**config.mk**
```make
export PLATFORM = sky130hd
export DESIGN_NAME = pwc_wave_counter
export DESIGN_NICKNAME = d
export VERILOG_FILES = /design/src/pkg/pwc_pkg.sv /design/src/hw/pwc_tick_div.sv /design/src/hw/pwc_channel.sv /design/src/hw/pwc_wave_counter.sv
export SDC_FILE = /design/constraint.sdc
export NUM_CORES = 1
export LEC_CHECK = 0
export BUFFER_PORTS_ARGS = -buffer_cell sky130_fd_sc_hd__clkbuf_2
export CAP_MARGIN = 20
export CORE_MARGIN = 2
export CORE_UTILIZATION = 50
export CTS_CLUSTER_DIAMETER = 40
export DETAILED_ROUTE_END_ITERATION = 16
export GPL_ROUTABILITY_DRIVEN = 0
export GPL_TIMING_DRIVEN = 0
export PLACE_DENSITY = 0.7
export SLEW_MARGIN = 30
export SYNTH_ARGS = -nofsm -noshare
export SYNTH_HDL_FRONTEND = slang
export SYNTH_HIERARCHICAL = 1
export SYNTH_SLANG_ARGS = --single-unit
```
**constraint.sdc**
```tcl
create_clock -name clk_sys -period 4.45 [get_ports clk_sys]
set_input_delay 0.445 -clock clk_sys [delete_from_list [all_inputs] [get_ports clk_sys]]
set_output_delay 0.445 -clock clk_sys [all_outputs]
set_load 0.05 [all_outputs]
```
**src/pkg/pwc_pkg.sv**
```systemverilog
// pwm wave counter package: register map, field layout, modes and carriers
// assumes a classic wishbone slave with 32-bit data and byte addresses
package pwc_pkg;

  localparam int PWC_CNT_W = 15;
  localparam int PWC_NUM_CH = 4;
  localparam int PWC_WAVE_CH = 3;
  localparam int PWC_PRE_W = 3;

  // register byte offsets
  localparam logic [7:0] PWC_OFS_ENABLE = 8'h00;
  localparam logic [7:0] PWC_OFS_MODE = 8'h04;
  localparam logic [7:0] PWC_OFS_PRESCALE = 8'h08;
  localparam logic [7:0] PWC_OFS_TOP = 8'h0C;
  localparam logic [7:0] PWC_OFS_LAYOUT = 8'h10;
  localparam logic [7:0] PWC_OFS_STATUS = 8'h14;
  localparam logic [7:0] PWC_OFS_COUNT = 8'h18;

  // reset values
  localparam logic [14:0] PWC_TOP_RST = 15'h03E8;
  localparam logic [2:0] PWC_PRE_RST = 3'h0;

  // parameter half-word and status register layout
  localparam int PWC_POL_BIT = 15;
  localparam int PWC_STATUS_RUN_BIT = 0;
  localparam int PWC_STATUS_DIR_BIT = 1;
  localparam int PWC_STATUS_OUT_LSB = 4;

  localparam logic [31:0] PWC_RD_ZERO = 32'h0000_0000;

  typedef enum logic {
    PWC_COUNT_UP,
    PWC_COUNT_UP_DOWN
  } pwc_mode_t;

  // one loaded parameter half-word
  typedef struct packed {
    logic first_edge_falling;
    logic [14:0] compare;
  } pwc_param_t;

  // compare-load request from the memory-fed decoder
  typedef struct packed {
    logic load;
    logic [3:0] ch_mask;
    pwc_param_t [3:0] param;
    logic top_valid;
    logic [14:0] top;
  } pwc_load_t;

endpackage

```
**src/hw/pwc_tick_div.sv**
```systemverilog
// pwm tick divider: one-cycle enable every 2**sel system clocks
// assumes clk_sys domain; sel is stable or changes only between ticks
`timescale 1ns/100ps
module pwc_tick_div
  import pwc_pkg::*;
#(
  parameter int SEL_W = PWC_PRE_W
) (
  // clock and reset
  input wire logic clk_sys,
  input wire logic rstn,
  // control
  input wire logic run,
  input wire logic [SEL_W-1:0] sel,
  // tick out
  output logic tick
);

  localparam int DIV_W = 1 << SEL_W;

  logic [DIV_W-1:0] div_reg;
  logic [DIV_W-1:0] low_mask;

  // free counter, cleared while stopped so the first period is whole
  always_ff @(posedge clk_sys or negedge rstn) begin
    if (!rstn) begin
      div_reg <= '0;
    end else if (!run || tick) begin
      div_reg <= '0;
    end else begin
      div_reg <= div_reg + 1'b1;
    end
  end

  // tick when the low sel bits are all ones
  always_comb begin
    low_mask = DIV_W'((1 << sel) - 1);
    tick = run && (&(div_reg | ~low_mask));
  end

endmodule

```
**src/hw/pwc_channel.sv**
```systemverilog
// one compare channel: turns counter and compare value into an output level
// assumes top and compare are updated only at period boundaries, the counter on each tick
`timescale 1ns/100ps
module pwc_channel
  import pwc_pkg::*;
(
  // clock and reset
  input wire logic clk_sys,
  input wire logic rstn,
  // shared counter state
  input wire logic run,
  input wire logic [PWC_CNT_W-1:0] count,
  input wire logic [PWC_CNT_W-1:0] top,
  // channel setting
  input wire pwc_param_t param,
  // pin
  output logic out
);

  logic level_next;
  logic out_reg;

  // falling-first form: high below compare, low from compare on
  always_comb begin
    if (param.compare == '0) begin
      level_next = 1'b0;
    end else if (top < param.compare || param.compare == top) begin
      level_next = 1'b1;
    end else begin
      level_next = (count < param.compare);
    end
    level_next = param.first_edge_falling ? level_next : ~level_next;
  end

  // registered output; idle low while stopped
  always_ff @(posedge clk_sys or negedge rstn) begin
    if (!rstn) begin
      out_reg <= 1'b0;
    end else begin
      out_reg <= run ? level_next : 1'b0;
    end
  end

  assign out = out_reg;

endmodule

```
**src/hw/pwc_wave_counter.sv**
```systemverilog
// pwm wave counter top: shared 15-bit counter, four compare channels, wishbone regs
// assumes a decoder delivers compare loads at period ends and a launch pulse
//
// Behaviour
// - one shared 15-bit counter feeds four compare channels
// - per-channel duty and polarity, common period for all channels
// - polarity comes from the loaded parameter word, not software register
// - software mode bit selects up-only or up-then-down counting
// - top value register is the turnaround limit, with the tick divider
// - top below compare gives no edges; falling-first output held high
// - compare registers internal, loaded only from the decoder path
// - top value register writable any time without corrupting output
// - wave layout uses top delivered from memory when top_valid is set, else the software top
// - otherwise top is sampled at launch and at each parameter load
// - up-only: counter clears at top, outputs restart the period
// - falling-first: compare zero holds low, compare equal top holds high
// - up-only pulses are edge-aligned at period start
// - up-only period is tick period times top value
// - up-down: decrement from top, second match toggles, centre aligned
// - up-down period is two tick periods times top value
// - new duty values apply autonomously and glitch-free
// - polarity, duty and period may change once per period
// - parameter bit 15 is polarity, bits 14:0 are compare value
// - polarity zero gives rising first edge, one gives falling first
//
// The register offsets and the Wishbone interface to the registers are this design's own decisions.
`timescale 1ns/100ps
module pwc_wave_counter
  import pwc_pkg::*;
#(
  parameter int NUM_CH = PWC_NUM_CH,
  parameter logic [PWC_CNT_W-1:0] TOP_RESET = PWC_TOP_RST
) (
  // clock and reset
  input wire logic clk_sys,
  input wire logic rstn,
  // classic wishbone slave
  input wire logic wb_cyc_i,
  input wire logic wb_stb_i,
  input wire logic wb_we_i,
  input wire logic [7:0] wb_adr_i,
  input wire logic [3:0] wb_sel_i,
  input wire logic [31:0] wb_dat_i,
  output logic [31:0] wb_dat_o,
  output logic wb_ack_o,
  // decoder side
  input wire logic sequence_launch_task,
  input wire pwc_load_t load_i,
  output logic period_end,
  // pins
  output logic [NUM_CH-1:0] pwm_out
);

  // register state
  logic enable_reg;
  pwc_mode_t mode_reg;
  logic [PWC_PRE_W-1:0] prescale_reg;
  logic [PWC_CNT_W-1:0] period_top_value_reg;
  logic arbitrary_wave_layout_reg;
  logic ack_reg;
  logic [31:0] rdata_reg;

  // counter state
  logic [PWC_CNT_W-1:0] count_reg;
  logic [PWC_CNT_W-1:0] top_act_reg;
  logic down_reg;
  logic run_reg;
  pwc_param_t [NUM_CH-1:0] cmp_reg;
  pwc_param_t [NUM_CH-1:0] cmp_next;
  logic pend_reg;
  logic [NUM_CH-1:0] pend_mask_reg;
  pwc_param_t [NUM_CH-1:0] pend_param_reg;
  logic [PWC_CNT_W-1:0] pend_top_reg;

  logic tick;
  logic wrap;
  logic bus_req;
  logic bus_wr;
  logic bus_rd;
  logic [15:0] top_merge;

  // address match, used only by the write decoding
  function automatic logic adr_is(input logic [7:0] a, input logic [7:0] ofs);
    adr_is = (a == ofs);
  endfunction

  // byte lanes steering a register of up to 16 bits
  function automatic logic [15:0] lane_merge(input logic [15:0] old, input logic [31:0] d, input logic [3:0] s);
    lane_merge = {s[1] ? d[15:8] : old[15:8], s[0] ? d[7:0] : old[7:0]};
  endfunction

  assign bus_req = wb_cyc_i && wb_stb_i && !ack_reg;
  assign bus_wr = bus_req && wb_we_i;
  assign bus_rd = bus_req && !wb_we_i;

  // byte lanes applied to the top register ahead of the write
  assign top_merge = lane_merge({1'b0, period_top_value_reg}, wb_dat_i, wb_sel_i);

  // one-wait-state ack, dropped the cycle after; unmapped reads give zero
  always_ff @(posedge clk_sys or negedge rstn) begin
    if (!rstn) begin
      ack_reg <= 1'b0;
    end else begin
      ack_reg <= bus_req;
    end
  end

  // software-writable control; compare registers have no address at all
  always_ff @(posedge clk_sys or negedge rstn) begin
    if (!rstn) begin
      enable_reg <= 1'b0;
      mode_reg <= PWC_COUNT_UP;
      prescale_reg <= PWC_PRE_RST;
      period_top_value_reg <= TOP_RESET;
      arbitrary_wave_layout_reg <= 1'b0;
    end else if (bus_wr) begin
      if (adr_is(wb_adr_i, PWC_OFS_ENABLE) && wb_sel_i[0]) begin
        enable_reg <= wb_dat_i[0];
      end
      if (adr_is(wb_adr_i, PWC_OFS_MODE) && wb_sel_i[0]) begin
        mode_reg <= wb_dat_i[0] ? PWC_COUNT_UP_DOWN : PWC_COUNT_UP;
      end
      if (adr_is(wb_adr_i, PWC_OFS_PRESCALE) && wb_sel_i[0]) begin
        prescale_reg <= wb_dat_i[PWC_PRE_W-1:0];
      end
      if (adr_is(wb_adr_i, PWC_OFS_TOP)) begin
        // shadow only; the counter never sees it mid-period
        period_top_value_reg <= top_merge[PWC_CNT_W-1:0];
      end
      if (adr_is(wb_adr_i, PWC_OFS_LAYOUT) && wb_sel_i[0]) begin
        arbitrary_wave_layout_reg <= wb_dat_i[0];
      end
    end
  end

  // read mux, captured so data comes from flip-flops
  always_ff @(posedge clk_sys or negedge rstn) begin
    if (!rstn) begin
      rdata_reg <= PWC_RD_ZERO;
    end else if (bus_rd) begin
      rdata_reg <= PWC_RD_ZERO;
      case (wb_adr_i)
        PWC_OFS_ENABLE: rdata_reg[0] <= enable_reg;
        PWC_OFS_MODE: rdata_reg[0] <= (mode_reg == PWC_COUNT_UP_DOWN);
        PWC_OFS_PRESCALE: rdata_reg[PWC_PRE_W-1:0] <= prescale_reg;
        PWC_OFS_TOP: rdata_reg[PWC_CNT_W-1:0] <= period_top_value_reg;
        PWC_OFS_LAYOUT: rdata_reg[0] <= arbitrary_wave_layout_reg;
        PWC_OFS_STATUS: begin
          rdata_reg[PWC_STATUS_RUN_BIT] <= run_reg;
          rdata_reg[PWC_STATUS_DIR_BIT] <= down_reg;
          rdata_reg[PWC_STATUS_OUT_LSB +: NUM_CH] <= pwm_out;
        end
        PWC_OFS_COUNT: rdata_reg[PWC_CNT_W-1:0] <= count_reg;
        default: rdata_reg <= PWC_RD_ZERO;
      endcase
    end
  end

  assign wb_ack_o = ack_reg;
  assign wb_dat_o = rdata_reg;

  // shared tick divider sets the step width for every channel
  pwc_tick_div #(
    .SEL_W(PWC_PRE_W)
  ) u_pwc_tick_div (
    .clk_sys(clk_sys),
    .rstn(rstn),
    .run(run_reg),
    .sel(prescale_reg),
    .tick(tick)
  );

  // run starts at a launch once enabled, stops when disabled
  always_ff @(posedge clk_sys or negedge rstn) begin
    if (!rstn) begin
      run_reg <= 1'b0;
    end else if (!enable_reg) begin
      run_reg <= 1'b0;
    end else if (sequence_launch_task) begin
      run_reg <= 1'b1;
    end
  end

  // period end: up-only wraps at top, up-down turns back at zero
  always_comb begin
    if (mode_reg == PWC_COUNT_UP) begin
      wrap = tick && (count_reg >= top_act_reg - 1'b1);
    end else begin
      wrap = tick && down_reg && (count_reg <= 15'h0001);
    end
  end
  assign period_end = wrap;

  // the single shared counter
  always_ff @(posedge clk_sys or negedge rstn) begin
    if (!rstn) begin
      count_reg <= '0;
      down_reg <= 1'b0;
    end else if (!run_reg || sequence_launch_task) begin
      count_reg <= '0;
      down_reg <= 1'b0;
    end else if (tick) begin
      if (mode_reg == PWC_COUNT_UP) begin
        down_reg <= 1'b0;
        count_reg <= wrap ? '0 : count_reg + 1'b1;
      end else if (!down_reg) begin
        if (count_reg + 1'b1 >= top_act_reg) begin
          down_reg <= 1'b1;
        end
        count_reg <= count_reg + 1'b1;
      end else if (wrap) begin
        down_reg <= 1'b0;
        count_reg <= '0;
      end else begin
        count_reg <= count_reg - 1'b1;
      end
    end
  end

  // decoder loads are held pending and applied only at a period end or a launch
  always_ff @(posedge clk_sys or negedge rstn) begin
    if (!rstn) begin
      pend_reg <= 1'b0;
      pend_mask_reg <= '0;
      pend_param_reg <= '0;
      pend_top_reg <= TOP_RESET;
    end else if (load_i.load) begin
      pend_reg <= 1'b1;
      pend_mask_reg <= load_i.ch_mask[NUM_CH-1:0];
      pend_param_reg <= load_i.param[NUM_CH-1:0];
      // wave layout takes the top that came with the parameters
      pend_top_reg <= (arbitrary_wave_layout_reg && load_i.top_valid) ? load_i.top : period_top_value_reg;
    end else if (wrap || sequence_launch_task) begin
      pend_reg <= 1'b0;
    end
  end

  // compare and top take effect together when a load is pending, once per period at most; a launch with none pending reloads only top, outside wave layout
  always_comb begin
    cmp_next = cmp_reg;
    for (int i = 0; i < NUM_CH; i++) begin
      if (pend_mask_reg[i]) begin
        cmp_next[i] = pend_param_reg[i];
      end
    end
  end

  always_ff @(posedge clk_sys or negedge rstn) begin
    if (!rstn) begin
      cmp_reg <= '0;
      top_act_reg <= TOP_RESET;
    end else if (pend_reg && (wrap || sequence_launch_task)) begin
      cmp_reg <= cmp_next;
      top_act_reg <= pend_top_reg;
    end else if (sequence_launch_task && !arbitrary_wave_layout_reg) begin
      top_act_reg <= period_top_value_reg;
    end
  end

  // channels, all reading the one counter and one active top
  genvar g;
  generate
    for (g = 0; g < NUM_CH; g++) begin : g_ch
      pwc_channel u_pwc_channel (
        .clk_sys(clk_sys),
        .rstn(rstn),
        .run(run_reg),
        .count(count_reg),
        .top(top_act_reg),
        .param(cmp_reg[g]),
        .out(pwm_out[g])
      );
    end
  endgenerate

  // checks on the bus handshake and the shared counter
  chk_ack_one_cycle: assert property (@(posedge clk_sys) disable iff (!rstn)
    wb_ack_o |=> !wb_ack_o)
    else $error("ack held too long");
  chk_count_below_top: assert property (@(posedge clk_sys) disable iff (!rstn)
    (run_reg && top_act_reg != '0) |-> count_reg <= top_act_reg)
    else $error("counter past top");
  chk_up_wraps_zero: assert property (@(posedge clk_sys) disable iff (!rstn)
    (wrap && mode_reg == PWC_COUNT_UP && !sequence_launch_task) |=> count_reg == '0)
    else $error("no wrap");
  chk_up_no_down: assert property (@(posedge clk_sys) disable iff (!rstn)
    (run_reg && tick && mode_reg == PWC_COUNT_UP) |=> !down_reg)
    else $error("down in up");
  chk_updown_turn: assert property (@(posedge clk_sys) disable iff (!rstn)
    (tick && run_reg && !down_reg && mode_reg == PWC_COUNT_UP_DOWN && !sequence_launch_task
     && count_reg + 1'b1 >= top_act_reg) |=> down_reg)
    else $error("no turnaround");
  chk_updown_bottom: assert property (@(posedge clk_sys) disable iff (!rstn)
    (wrap && mode_reg == PWC_COUNT_UP_DOWN && !sequence_launch_task) |=> (count_reg == '0 && !down_reg))
    else $error("no return to zero");
  chk_count_holds: assert property (@(posedge clk_sys) disable iff (!rstn)
    (run_reg && !tick && !sequence_launch_task) |=> $stable(count_reg))
    else $error("counter moved without tick");

  // loads and the top value reach the counter only at period boundaries; pins idle low while stopped
  chk_load_pending: assert property (@(posedge clk_sys) disable iff (!rstn)
    load_i.load |=> pend_reg)
    else $error("load not held pending");
  chk_wave_top_load: assert property (@(posedge clk_sys) disable iff (!rstn)
    (load_i.load && arbitrary_wave_layout_reg && load_i.top_valid) |=> pend_top_reg == $past(load_i.top))
    else $error("wave top not taken");
  chk_load_top_sample: assert property (@(posedge clk_sys) disable iff (!rstn)
    (load_i.load && !arbitrary_wave_layout_reg) |=> pend_top_reg == $past(period_top_value_reg))
    else $error("top not sampled at load");
  chk_launch_top_sample: assert property (@(posedge clk_sys) disable iff (!rstn)
    (sequence_launch_task && !pend_reg && !arbitrary_wave_layout_reg) |=> top_act_reg == $past(period_top_value_reg))
    else $error("top not sampled at launch");
  chk_cmp_only_at_end: assert property (@(posedge clk_sys) disable iff (!rstn)
    $changed(cmp_reg) |-> $past(wrap) || $past(sequence_launch_task))
    else $error("compare changed mid-period");
  chk_top_only_at_end: assert property (@(posedge clk_sys) disable iff (!rstn)
    $changed(top_act_reg) |-> $past(wrap) || $past(sequence_launch_task))
    else $error("top changed mid-period");
  chk_stopped_idle: assert property (@(posedge clk_sys) disable iff (!rstn)
    !run_reg |=> pwm_out == '0)
    else $error("outputs not idle");

  // per-channel pin levels; a pin shows the compare state one cycle later
  generate
    for (g = 0; g < NUM_CH; g++) begin : g_chk
      chk_zero_holds_low: assert property (@(posedge clk_sys) disable iff (!rstn)
        (run_reg && cmp_reg[g].compare == '0) |=> pwm_out[g] == !$past(cmp_reg[g].first_edge_falling))
        else $error("zero compare level wrong");
      chk_full_holds_high: assert property (@(posedge clk_sys) disable iff (!rstn)
        (run_reg && cmp_reg[g].compare != '0 && top_act_reg <= cmp_reg[g].compare)
        |=> pwm_out[g] == $past(cmp_reg[g].first_edge_falling))
        else $error("full compare level wrong");
    end
  endgenerate

  // main scenarios worth seeing at least once
  cov_up_wrap: cover property (@(posedge clk_sys) disable iff (!rstn)
    wrap && mode_reg == PWC_COUNT_UP);
  cov_updown_wrap: cover property (@(posedge clk_sys) disable iff (!rstn)
    wrap && mode_reg == PWC_COUNT_UP_DOWN);
  cov_wave_load: cover property (@(posedge clk_sys) disable iff (!rstn)
    load_i.load && arbitrary_wave_layout_reg && load_i.top_valid);
  cov_relaunch: cover property (@(posedge clk_sys) disable iff (!rstn)
    sequence_launch_task && run_reg);
  cov_prescaled_hold: cover property (@(posedge clk_sys) disable iff (!rstn)
    run_reg && !tick);

endmodule

```
== Word level (Yosys, flattened, before mapping) ==
Index checks and enable logic that the tools add are counted.
Widths: inputs -> output; s select.
Word-level totals
  flip-flop bits (word level): 229
  bits of input ports: 135
  output and inout port bits: 38
Operators by class
  add/sub/neg operators: 5
  order comparisons: 11
  equality and inequality tests: 11
  shifts and indexed selects: 1
  multiplexer cells: 44
  bitwise operators: 6
  reductions and logical operators: 45
Operator list (number)
  $mux 15: 9
  $lt 15x15->1: 8
  $eq 15x15->1: 4
  $logic_not 15->1: 4
  $ge 15x15->1: 2
  $sub 15x1->15 const B: 2
  $mux 1: 28
  $eq 8x5->1 const B: 3
  $eq 8x4->1 const B: 2
  $reduce_and 2->1: 8
  $add 15x1->15 const B: 1
  $le 15x1->1 const B: 1
  $logic_and 1x1->1: 15
  $pmux 7 s2: 1
  $pmux 4 s3: 1
  $add 8x1->8 const B: 1
  $eq 8x3->1 const B: 1
  $logic_not 8->1: 1
  $mux 8: 1
  $not 8->8: 1
  $or 8x8->8: 1
  $reduce_and 8->1: 1
  $shl 1x3->8 const A: 1
  $sub 8x2->8 const B: 1
  10 further kinds: 25

== Depth between registers and ports, before layout ==
Gate-level depths: netlist of run 1.
  depth in word-level cells: 14
  depth in mapped cells: 14
  depth with buffers taken out: 12

== Cells and area by module ==
The synthesis of run 1 kept the hierarchy.
Modules (own cells, without submodules)
  pwc_wave_counter: instances 1, cells an instance 878, area each 10679.0 sq um, seq. area each 5452.7 sq um
  pwc_channel: instances 4, cells an instance 104, area each 767.0 sq um, seq. area each 25.0 sq um
  pwc_tick_div: instances 1, cells an instance 42, area each 406.6 sq um, seq. area each 175.2 sq um

== Worst setup path before layout of run 1 ==
No wires, ideal clock.
  path kind: register -> output
  from: register top_act_reg[2]
  to: output period_end
  data arrival time: 2977 ps
  data required time: 4005 ps
  slack: 1028 ps
  stages on the path, launching flop included: 13
  buffers on the path: 1
  cells stage by stage: dfrtp_1 -> nor4_1 -> and2_1 -> nand2_1 -> nor2_1 -> xnor2_1 -> ha_1 -> and4_1 -> nand2_1 -> a2bb2oi_1 -> o31a_1 -> buf_2 -> nand2_1
Between the ends
  cells in the longest elaborated chain, start to end: 4
RTL lines
  start, declared: line pwc_wave_counter.sv:65  | logic [PWC_CNT_W-1:0] top_act_reg;
  start signal, assigned: line pwc_wave_counter.sv:254  | top_act_reg <= pend_top_reg;
  start signal, assigned: line pwc_wave_counter.sv:256  | top_act_reg <= period_top_value_reg;
  $sub 15x1->15: line pwc_wave_counter.sv:187  | wrap = tick && (count_reg >= top_act_reg - 1'b1);
  $ge 15x15->1: line pwc_wave_counter.sv:187
  $logic_and 1x1->1: line pwc_wave_counter.sv:187
  $mux 1: line pwc_wave_counter.sv:186  | if (mode_reg == PWC_COUNT_UP) begin
  end, declared: line pwc_wave_counter.sv:49  | output logic period_end,
No other way between the ends.

== Final worst setup path of run 1 ==
  from: register count_reg[0]
  to: output period_end
Between the ends
  cells in the longest elaborated chain, start to end: 3
  elaborated cells on any way between the ends: 5
  those cells by class: order compare (2); mux (1); reduce/logical (2)
RTL lines
  start, declared: line pwc_wave_counter.sv:64  | logic [PWC_CNT_W-1:0] count_reg;
  start signal, assigned: line pwc_wave_counter.sv:205  | count_reg <= wrap ? '0 : count_reg + 1'b1;
  start signal, assigned: line pwc_wave_counter.sv:210  | count_reg <= count_reg + 1'b1;
  start signal, assigned: line pwc_wave_counter.sv:215  | count_reg <= count_reg - 1'b1;
  $ge 15x15->1 / $le 15x1->1 (equally long branches): line pwc_wave_counter.sv:187, pwc_wave_counter.sv:189
  $logic_and 1x1->1 (on tied branches): line pwc_wave_counter.sv:187, pwc_wave_counter.sv:189
  $mux 1 *: line pwc_wave_counter.sv:186
Mark *: on every way between the ends. The rest lies on a longest branch, timed or not.

==> results.sh, run 1 <==
export IMPL_dieArea_um2=29700
export IMPL_power_per_cell_area_nw_per_um2=402
export IMPL_portBuffers=134
export IMPL_syn_inst=1336
export IMPL_io_pins=173
export IMPL_fp_dieW_um=172
export IMPL_yosys_top_cells_count="dfrtp_1, ha_1, inv_1"
export IMPL_worst_r2r_setup_slack_ns=0.55
export IMPL_clk_latency_ns=0.52
export IMPL_min_period_ns=4.39
export IMPL_max_clock_path_buffers=3
export IMPL_antenna_found_initial=0
export IMPL_syn_to_final_growth_pct=18.2
export IMPL_start_util_pct=50.8
export IMPL_crit_start="count_reg[0]$_DFFE_PN0P_"
export IMPL_run_status="finished, final reports clean"
export IMPL_peakVddDrop_mv=0.342
export IMPL_p_leak_nw=7.93
export IMPL_avgSynthCellArea_um2=10.6
export IMPL_synth_top_area_cell="dfrtp_1"
export IMPL_initialDrtViolationCount=832
export IMPL_die_h_um=172
export IMPL_tightest_slew_ns=0.997
export IMPL_synth_compound_area_share_pct=11.3
export IMPL_synth_most_common_cell="dfrtp_1"
export IMPL_finish_utilization_pct=60.0
export IMPL_fmax_ghz=0.228
export IMPL_placed_cells=1867
export IMPL_grt_max_degree=74
export IMPL_ys_async_sr_fraction_pct=100
export IMPL_r2r_start="count_reg[0]$_DFFE_PN0P_"
export IMPL_wl_per_cell_um=19.0
export IMPL_diodes=0
export IMPL_netlist_area_um2=14200
export IMPL_synth_top_family_by_area="multiplexers"
export IMPL_slew_headroom_pct=33.5
export IMPL_fin_area_um2=16700
export IMPL_register_area_um2=5730
export IMPL_cp_slowest_cell="dfrtp_1"
export IMPL_finalNonFillerCells=1936
export IMPL_min_path_type="primary input to flip-flop"
export IMPL_clock_sinks=228
export IMPL_via_per_inst=5.76
export IMPL_placed_area_um2=15400
export IMPL_synth_edf_count=0
export IMPL_synth_distinct_cells=75
export IMPL_critPathCaptureType="output pin"
export IMPL_skew_ns=0.0250
export IMPL_vias=11200
export IMPL_critPathLaunchType="flip-flop"
export IMPL_drc=0
export IMPL_synth_area_mux_share_pct=16.0
export IMPL_drive_gt1_share_pct=23.7
export IMPL_r2r_end="count_reg[3]$_DFFE_PN0P_"
export IMPL_r2r_cells=11
export IMPL_slew_violations=0
export IMPL_netlist_top_cells_area="dfrtp_1, ha_1, mux2_2, mux2_1, dfstp_2"
export IMPL_first_pass_iters=6
export IMPL_grt_pass1_vias=10900
export IMPL_synth_top_cell_area_share_pct=37.1
export IMPL_numCtsBuffers=37
export IMPL_cts_max_level=2
export IMPL_core_rowCount=61
export IMPL_ys_ff_latch=228
export IMPL_final_antenna_net_count=0
export IMPL_postRouteWirelength_um=36800
export IMPL_yosys_area_share_simple_pct=11.9
export IMPL_critical_path_max_stage_delay_ns=0.68
export IMPL_yosys_warnings=6
export IMPL_post_dp_hpwl_um=27200
export IMPL_track_usage_pct=25.6
export IMPL_synthFlopType="dfrtp_1"
export IMPL_setup_violations=0
export IMPL_max_cap_violations=0
export IMPL_grt_ovfl_total=0
export IMPL_nFillCells=2327
export IMPL_root_buffer="clkbuf_16"
export IMPL_synthXorXnorAreaFrac_pct=1.92
export IMPL_core_um2=27900
export IMPL_required_ns=4.01
export IMPL_arrival_ns=3.95
export IMPL_clk_pin_slew_worst_paths_ns=0.06
export IMPL_finalCritPeriodShare_pct=98.7
export IMPL_final_hold_viol_count=0
export IMPL_crit_path_cell_trace="clkbuf_2 > inv_1 > ha_1 > nand2b_1 > a211o_1 > a211oi_1 > o31a_1 > buf_6 > nand2_1 > buf_2"
export IMPL_multi_input_area_um2=7800
export IMPL_rsz0062_at_grt="no"
export IMPL_yosysSeqAreaShare_pct=40.5
export IMPL_synthAdderAreaFrac_pct=13.3
export IMPL_cp_max_fo=10
export IMPL_cts_tree="done"
export IMPL_worstSetupPathType="flip-flop to output pin"
export IMPL_grt_pass1_wl_um=58800
export IMPL_fin_nets=1816
export IMPL_endpoint="period_end"
## cells by family (layout without fill, tap and decap cells)
logic type | after synthesis | in the layout
multiplexers | 200 | 200
buffers and inverters | 161 | 367
AO/OA/AOI/OAI | 237 | 237
flip-flops | 228 | 228
XOR/XNOR | 31 | 31
other | 1 | 17
adder cells (fa/ha/maj) | 151 | 151
AND/OR/NAND/NOR | 327 | 327
## routing by layer
metal / track usage [%] / wire (um) / vias to the layer above / part of all wire [%]
met4: 11.7 / 1720 / 0 / 4.7
li1: - / - / 5247 / -
met1: 34.4 / 15600 / 5382 / 42
met3: 3.89 / 2620 / 118 / 7.1
met2: 41.0 / 16900 / 411 / 46
met5: 0 / 0 / - / 0
## worst max-delay path, delay by kind of cell (launching register included)
family	cells	cell delay, ns
AO/OA/AOI/OAI	3	1.09
adder cells (fa/ha/maj)	1	0.33
buffers and inverters	4	0.98
flip-flops	1	0.68
AND/OR/NAND/NOR	2	0.33
## how the worst min path moves through the flow
stage                           startpoint  cells after the start  slack (ns)                               endpoint
2_1_floorplan                         rstn                      0        0.15  arbitrary_wave_layout_reg$_DFFE_PN0P_
3_3_place_gp   pend_top_reg[4]$_DFFE_PN0P_                      1        0.47             top_act_reg[4]$_DFFE_PN0P_
3_5_place_dp                          rstn                      1        0.38          pend_param_reg[5]$_DFFE_PN0P_
4_1_cts                         load_i[18]                      2        0.14          pend_param_reg[2]$_DFFE_PN0P_
5_1_grt                         load_i[25]                      2        0.15          pend_param_reg[9]$_DFFE_PN0P_
6_report                        load_i[18]                      2        0.16          pend_param_reg[2]$_DFFE_PN0P_
## layout by cell type (no fill, tap or decap), drive strengths merged, types with 27 or more instances in the layout
cell    count
dfrtp     210
nand2      80
inv       101
ha        151
buf        33
nor2       81
mux2      182
a21oi      98
o21ai      34
clkbuf    216
nand4      27
## power by group
part           internal [mW]  switching (mW)
combinational          0.575           0.752
clock                   1.72            1.06
sequential              2.36           0.261
total                   4.65            2.08
## area by class of cell
class                   count  share of cell area (%)
plain buffers              66                    2.16
clock buffers              45                    5.84
clock inverters            22                    1.47
inverters                  95                    2.13
multi-input cells         963                    46.6
flip-flops and latches    228                    34.3
well taps                 378                    2.83
repair buffers            139                    4.66
## through the flow
stage / worst slack (ns) / TNS (ns) / power, mW / hold slack (ns)
after floorplan: 1.03 / 0 / 3.52 / 0.149
after global placement: -1.62 / -332.65 / 3.88 / 0.469
after detailed placement: 0.203 / 0 / 3.96 / 0.378
after CTS: 0.0385 / 0 / 6.78 / 0.143
after global routing: 0.0266 / 0 / 7.09 / 0.152
final: 0.0591 / 0 / 6.73 / 0.157
## timing repair
| action | in CTS | in global routing |
|---|---|---|
| hold buffers | 1 | 0 |
| endpoints found under the setup margin | 1 | 1 |
| buffers inserted | 0 | 1 |
| pin swaps | 0 | 0 |
| hold endpoints to repair | 31 | 0 |
| gates resized for setup | 5 | 6 |
No activity file was read; power rests on OpenSTA's default activity.
==> run 2, diff against run 1 <==
--- a/config.mk
+++ b/config.mk
@@ -9,6 +9,7 @@
 export CAP_MARGIN = 20
 export CORE_MARGIN = 2
 export CORE_UTILIZATION = 50
+export CTS_BUF_LIST = sky130_fd_sc_hd__clkbuf_4 sky130_fd_sc_hd__clkbuf_8
 export CTS_CLUSTER_DIAMETER = 40
 export DETAILED_ROUTE_END_ITERATION = 16
 export GPL_ROUTABILITY_DRIVEN = 0
==> run 2 against run 1 <==
Combinational power is essentially flat. Hold slack got worse by 0.073 ns. Critical path depth unchanged. Global-route usage is 0.26 points lower. Clock skew is 0.016 ns higher. Non-clock buffer count did not move. Clock power shrank 20%. Count of clock-buffer cells in the layout grew 21. Register-to-register slack gained 0.02 ns. Critical path type unchanged. Critical endpoint unchanged. Largest power group is now sequential cells.
==> results.sh, run 2 (synthesis gave the netlist of run 1 again) <==
export IMPL_path_depth=10
export IMPL_mostFrequentLayoutCells="dfrtp_1, ha_1, clkbuf_2, inv_1, a21oi_1"
export IMPL_core_rowCount=61
export IMPL_nFillCells=2399
export IMPL_cts_max_level=2
export IMPL_first_pass_iters=5
export IMPL_peakVddDrop_mv=0.225
export IMPL_grt_pass1_wl_um=58000
export IMPL_max_clock_path_buffers=3
export IMPL_die_h_um=172
export IMPL_skew_ns=0.0408
export IMPL_p_leak_nw=7.84
export IMPL_portBuffers=134
export IMPL_worstSetupPathType="flip-flop to output pin"
export IMPL_track_usage_pct=25.3
export IMPL_grt_pass1_vias=10700
export IMPL_placed_area_um2=15400
export IMPL_layout_commonest_cell="dfrtp_1"
export IMPL_crit_path_cell_trace="clkbuf_2 > inv_1 > ha_1 > nand2b_1 > a211o_1 > a211oi_1 > o31a_1 > buf_6 > nand2_1 > buf_2"
export IMPL_finish_utilization_pct=59.1
export IMPL_syn_to_final_growth_pct=16.4
export IMPL_postRouteWirelength_um=36600
export IMPL_whs_path_depth=2
export IMPL_min_path_type="primary input to flip-flop"
export IMPL_run_status="finished, final reports clean"
export IMPL_power_per_cell_area_nw_per_um2=375
export IMPL_numCtsBuffers=43
export IMPL_drc=0
export IMPL_required_ns=4.01
export IMPL_fp_dieW_um=172
export IMPL_clk_latency_ns=0.58
export IMPL_via_per_inst=5.71
export IMPL_fmax_ghz=0.227
export IMPL_arrival_ns=3.96
export IMPL_post_dp_hpwl_um=27200
export IMPL_antenna_found_initial=0
export IMPL_slew_violations=0
export IMPL_clk_pin_slew_worst_paths_ns=0.06
export IMPL_diodes=0
export IMPL_io_pins=173
export IMPL_r2r_cells=12
export IMPL_fin_nets=1822
export IMPL_min_period_ns=4.40
export IMPL_tightest_slew_ns=0.966
export IMPL_cp_num_buf_inv=4
export IMPL_final_hold_viol_count=0
export IMPL_initialDrtViolationCount=840
export IMPL_start_util_pct=50.8
export IMPL_cp_max_fo=10
export IMPL_setup_violations=0
export IMPL_critPathCaptureType="output pin"
export IMPL_cts_tree="done"
export IMPL_clock_sinks=228
export IMPL_wl_per_cell_um=18.8
export IMPL_max_cap_violations=0
export IMPL_drive_gt1_share_pct=24.8
export IMPL_root_buffer="clkbuf_8"
export IMPL_finalCritPeriodShare_pct=99.0
export IMPL_critical_path_max_stage_delay_ns=0.64
export IMPL_grt_max_degree=74
export IMPL_final_antenna_net_count=0
export IMPL_grt_ovfl_total=0
export IMPL_vias=11100
export IMPL_critPathLaunchType="flip-flop"
export IMPL_rsz0062_at_grt="no"
export IMPL_slew_headroom_pct=35.6
export IMPL_dieArea_um2=29700
export IMPL_crit_family="compound AO/OA/AOI/OAI gates"
export IMPL_core_um2=27900
export IMPL_cp_slowest_cell="dfrtp_1"
export IMPL_fin_area_um2=16500
## run 2: cell count changes in the layout (fill, tap and decap cells not counted), sizes merged
cell	delta
clkinvlp	+1
clkinv	-5
clkbuf	+21
inv	-4
## run 2: timing repair
item / in CTS / in global routing
hold buffers: 1 / 0
buffers inserted: 0 / 1
resized for setup: 8 / 4
hold endpoints to repair: 31 / 0
cloned: 0 / 0
endpoints found under the setup margin: 1 / 1
## run 2: final cells by class
class	count	area, um^2	share of cell area (%)
timing repair buffer	139	779	4.73
clock buffer	66	808	4.91
tap	378	473	2.87
multi-input combinational	963	7810	47.4
sequential	228	5730	34.8
clock inverter	14	156	0.949
inverter	95	357	2.16
buffer	66	362	2.19
## run 2: metal layers
layer | track usage [%] | wire length (um) | up-vias | share of wire [%]
met2 | 40.0 | 16600 | 414 | 45
met5 | 0 | 0 | - | 0
met4 | 12.1 | 1780 | 0 | 4.9
met3 | 4.19 | 2580 | 119 | 7.1
li1 | - | - | 5249 | -
met1 | 34.1 | 15600 | 5348 | 43
## run 2: power breakdown
| group | switching, mW | internal, mW |
|---|---|---|
| Combinational | 0.747 | 0.575 |
| Sequential | 0.258 | 2.36 |
| Clock | 0.937 | 1.30 |
## run 2: worst paths after layout
path | startpoint | end | slack, ns
max | count_reg[0]$_DFFE_PN0P_ | period_end | 0.05
max reg2reg | prescale_reg[0]$_DFFE_PN0P_ | cmp_reg[38]$_DFFE_PN0P_ | 0.57
min in group asynchronous | rstn | period_top_value_reg[4]$_DFFE_PN0P_ | 0.34
min | wb_dat_i[11] | period_top_value_reg[11]$_DFFE_PN0P_ | 0.08
min reg2reg | pend_param_reg[43]$_DFFE_PN0P_ | cmp_reg[43]$_DFFE_PN0P_ | 0.48
max in group asynchronous | rstn | cmp_reg[63]$_DFFE_PN0P_ | 3.10
## run 2: metrics by stage
step           setup TNS [ns]  setup slack [ns]  power [mW]  hold WS [ns]  cells
2_1_floorplan               0              1.03        3.52         0.149   1352
3_3_place_gp          -332.65             -1.62        3.88         0.469   1864
3_5_place_dp                0             0.203        3.96         0.378   1867
4_1_cts                     0            0.0481        6.21        0.0635   1948
5_1_grt                     0          0.000615        6.53        0.0812   1949
6_report                    0            0.0454        6.17        0.0831   1949
==> run 3, diff against run 2 <==
--- a/config.mk
+++ b/config.mk
@@ -5,6 +5,7 @@
 export SDC_FILE = /design/constraint.sdc
 export NUM_CORES = 1
 export LEC_CHECK = 0
+export ABC_AREA = 1
 export BUFFER_PORTS_ARGS = -buffer_cell sky130_fd_sc_hd__clkbuf_2
 export CAP_MARGIN = 20
 export CORE_MARGIN = 2
==> run 3 against run 2 <==
Routed wire length increased by 10%. Critical path depth grew 5. Count of clock-buffer cells in the layout unchanged. Utilization down 0.29 points. Via count rose by 20%. Critical endpoint unchanged. Largest cell class unchanged. Largest power group unchanged.
==> results.sh, run 3 <==
export IMPL_run_status="finished, final reports clean"
export IMPL_cp_max_fo=8
export IMPL_synthFlopType="dfrtp_1"
export IMPL_yosys_top_cells_count="nand2_1, inv_1, dfrtp_1"
export IMPL_clock_sinks=228
export IMPL_placed_cells=2461
export IMPL_finish_utilization_pct=58.8
export IMPL_peakVddDrop_mv=0.260
export IMPL_portBuffers=134
export IMPL_power_per_cell_area_nw_per_um2=365
export IMPL_max_clock_path_buffers=3
export IMPL_drc=0
export IMPL_fp_dieW_um=177
export IMPL_finalNonFillerCells=2549
export IMPL_r2r_start="top_act_reg[2]$_DFFE_PN0P_"
export IMPL_p_leak_nw=9.30
export IMPL_synth_top_cell_area_share_pct=35.1
export IMPL_yosysSeqAreaShare_pct=38.2
export IMPL_clk_pin_slew_worst_paths_ns=0.06
export IMPL_synth_top_area_cell="dfrtp_1"
export IMPL_netlist_top_cells_area="dfrtp_1, ha_1, nand2_1, inv_1, o21ai_0"
export IMPL_avgSynthCellArea_um2=7.81
export IMPL_ys_async_sr_fraction_pct=100
export IMPL_dieArea_um2=31400
export IMPL_start_util_pct=50.7
export IMPL_synth_distinct_cells=45
export IMPL_diodes=0
export IMPL_grt_pass1_vias=12900
export IMPL_syn_to_final_growth_pct=16.1
export IMPL_placed_area_um2=16300
export IMPL_grt_ovfl_total=0
export IMPL_syn_inst=1918
export IMPL_min_from="wb_dat_i[9]"
export IMPL_yosys_warnings=6
export IMPL_initialDrtViolationCount=911
export IMPL_worstSetupPathType="flip-flop to output pin"
export IMPL_worst_r2r_setup_slack_ns=0.76
export IMPL_slew_violations=0
export IMPL_critPathLaunchType="flip-flop"
export IMPL_io_pins=173
export IMPL_whs_path_depth=3
export IMPL_post_dp_hpwl_um=30200
export IMPL_r2r_end="cmp_reg[48]$_DFFE_PN0P_"
export IMPL_final_hold_viol_count=0
export IMPL_min_period_ns=4.21
export IMPL_r2r_cells=19
export IMPL_holdPathEnd="period_top_value_reg[9]$_DFFE_PN1P_"
export IMPL_core_um2=29600
export IMPL_core_rowCount=63
export IMPL_multi_input_area_um2=7710
export IMPL_fin_nets=2409
export IMPL_postRouteWirelength_um=40300
export IMPL_setup_violations=0
export IMPL_mostFrequentLayoutCells="nand2_1, inv_1, dfrtp_1, ha_1"
export IMPL_vias=13400
export IMPL_via_per_inst=5.26
export IMPL_finalCritPeriodShare_pct=94.6
export IMPL_rsz0062_at_grt="no"
export IMPL_die_h_um=177
export IMPL_synth_edf_count=0
export IMPL_numCtsBuffers=46
export IMPL_synth_most_common_cell="nand2_1"
export IMPL_tightest_slew_ns=0.812
export IMPL_fmax_ghz=0.238
export IMPL_netlist_area_um2=15000
export IMPL_required_ns=4.01
export IMPL_grt_max_degree=79
export IMPL_track_usage_pct=26.1
export IMPL_root_buffer="clkbuf_8"
export IMPL_max_cap_violations=0
export IMPL_antenna_found_initial=0
export IMPL_min_path_type="primary input to flip-flop"
export IMPL_whs_ns=0.0514
export IMPL_drive_gt1_share_pct=19.2
export IMPL_finalWorstSetupSlack_ns=0.242
export IMPL_slew_headroom_pct=45.8
export IMPL_nFillCells=2724
export IMPL_fin_tns_setup_ns=0
export IMPL_ys_ff_latch=228
export IMPL_critPathCaptureType="output pin"
export IMPL_fin_area_um2=17400
export IMPL_place_ws_ns=0.356
export IMPL_register_area_um2=5730
export IMPL_cts_tree="done"
export IMPL_final_antenna_net_count=0
export IMPL_wl_per_cell_um=15.8
export IMPL_finalPower_mw=6.34
export IMPL_skew_ns=0.0359
export IMPL_clk_latency_ns=0.58
export IMPL_arrival_ns=3.76
export IMPL_layout_commonest_cell="nand2_1"
export IMPL_cts_max_level=2
export IMPL_grt_pass1_wl_um=64900
export IMPL_first_pass_iters=6
[run 3: cell types whose count changed in the layout (fill, tap and decap cells not counted), moves of 31 or more]
cell,delta
nand2_1,+381
o21ai_0,+106
mux2_1,-84
mux2_2,-83
inv_1,+200
o21ai_2,+32
nand2_2,+31
nand3_1,+51
[run 3: logic make-up (layout without fill, tap and decap cells)]
family,Yosys count,in the layout,synth area share [%]
AO/OA/AOI/OAI,325,325,12.1
XOR/XNOR,31,31,1.81
adder cells (fa/ha/maj),151,151,12.6
buffers and inverters,383,608,10.8
flip-flops,228,228,38.2
multiplexers,5,5,0.376
other,1,17,0.0250
AND/OR/NAND/NOR,794,794,24.1
[run 3: worst max-delay path by stage]
stage | from | end | depth (start not counted)
final | top_act_reg[2]$_DFFE_PN0P_ | period_end | 15
after global routing | top_act_reg[0]$_DFFE_PN0P_ | period_end | 18
after CTS | top_act_reg[2]$_DFFE_PN0P_ | period_end | 15
after detailed placement | top_act_reg[1]$_DFFE_PN0P_ | period_end | 15
after global placement | rstn | pend_param_reg[49]$_DFFE_PN0P_ | 1
after floorplan | top_act_reg[2]$_DFFE_PN0P_ | count_reg[5]$_DFFE_PN0P_ | 17
[run 3: layout make-up]
type | count | share of cell area [%]
Clock buffer | 66 | 4.83
Inverter | 310 | 6.69
Sequential cell | 228 | 32.9
Buffer | 73 | 2.57
Tap cell | 390 | 2.81
Clock inverter | 18 | 1.22
Timing Repair Buffer | 141 | 4.58
Multi-Input combinational cell | 1323 | 44.4
[run 3: timing repair]
action / CTS / global route
resized for setup: 4 / 4
buffers inserted: 0 / 3
setup endpoints to repair: 1 / 1
endpoints found under the hold margin: 26 / 0
hold buffers: 1 / 0
[run 3: layer usage]
layer	GRT usage, %	wire (um)
met3	3.65	2590
met5	0	0
met4	8.68	1290
met1	34.7	17200
met2	43.8	19200
[run 3: worst max-delay path, stage by stage (launching register included)]
cell and delay [ns]:
dfrtp_2 0.54, inv_1 0.13, nand3_1 0.18, nor3_4 0.28, nand4_1 0.19, nor3_1 0.21, xor2_1 0.16, inv_1 0.06
ha_1 0.28, nand2_1 0.05, o21ai_0 0.27, nor2_1 0.09, nand2_1 0.10, nand2_1 0.18, nand2_2 0.20, clkbuf_4 0.26
[run 3: power breakdown]
| group | switching [mW] | leakage, nW | internal, mW |
|---|---|---|---|
| Sequential | 0.208 | 2.87 | 2.30 |
| Combinational | 0.910 | 5.88 | 0.541 |
| Clock | 0.968 | 0.545 | 1.41 |
| Total | 2.09 | 9.30 | 4.26 |
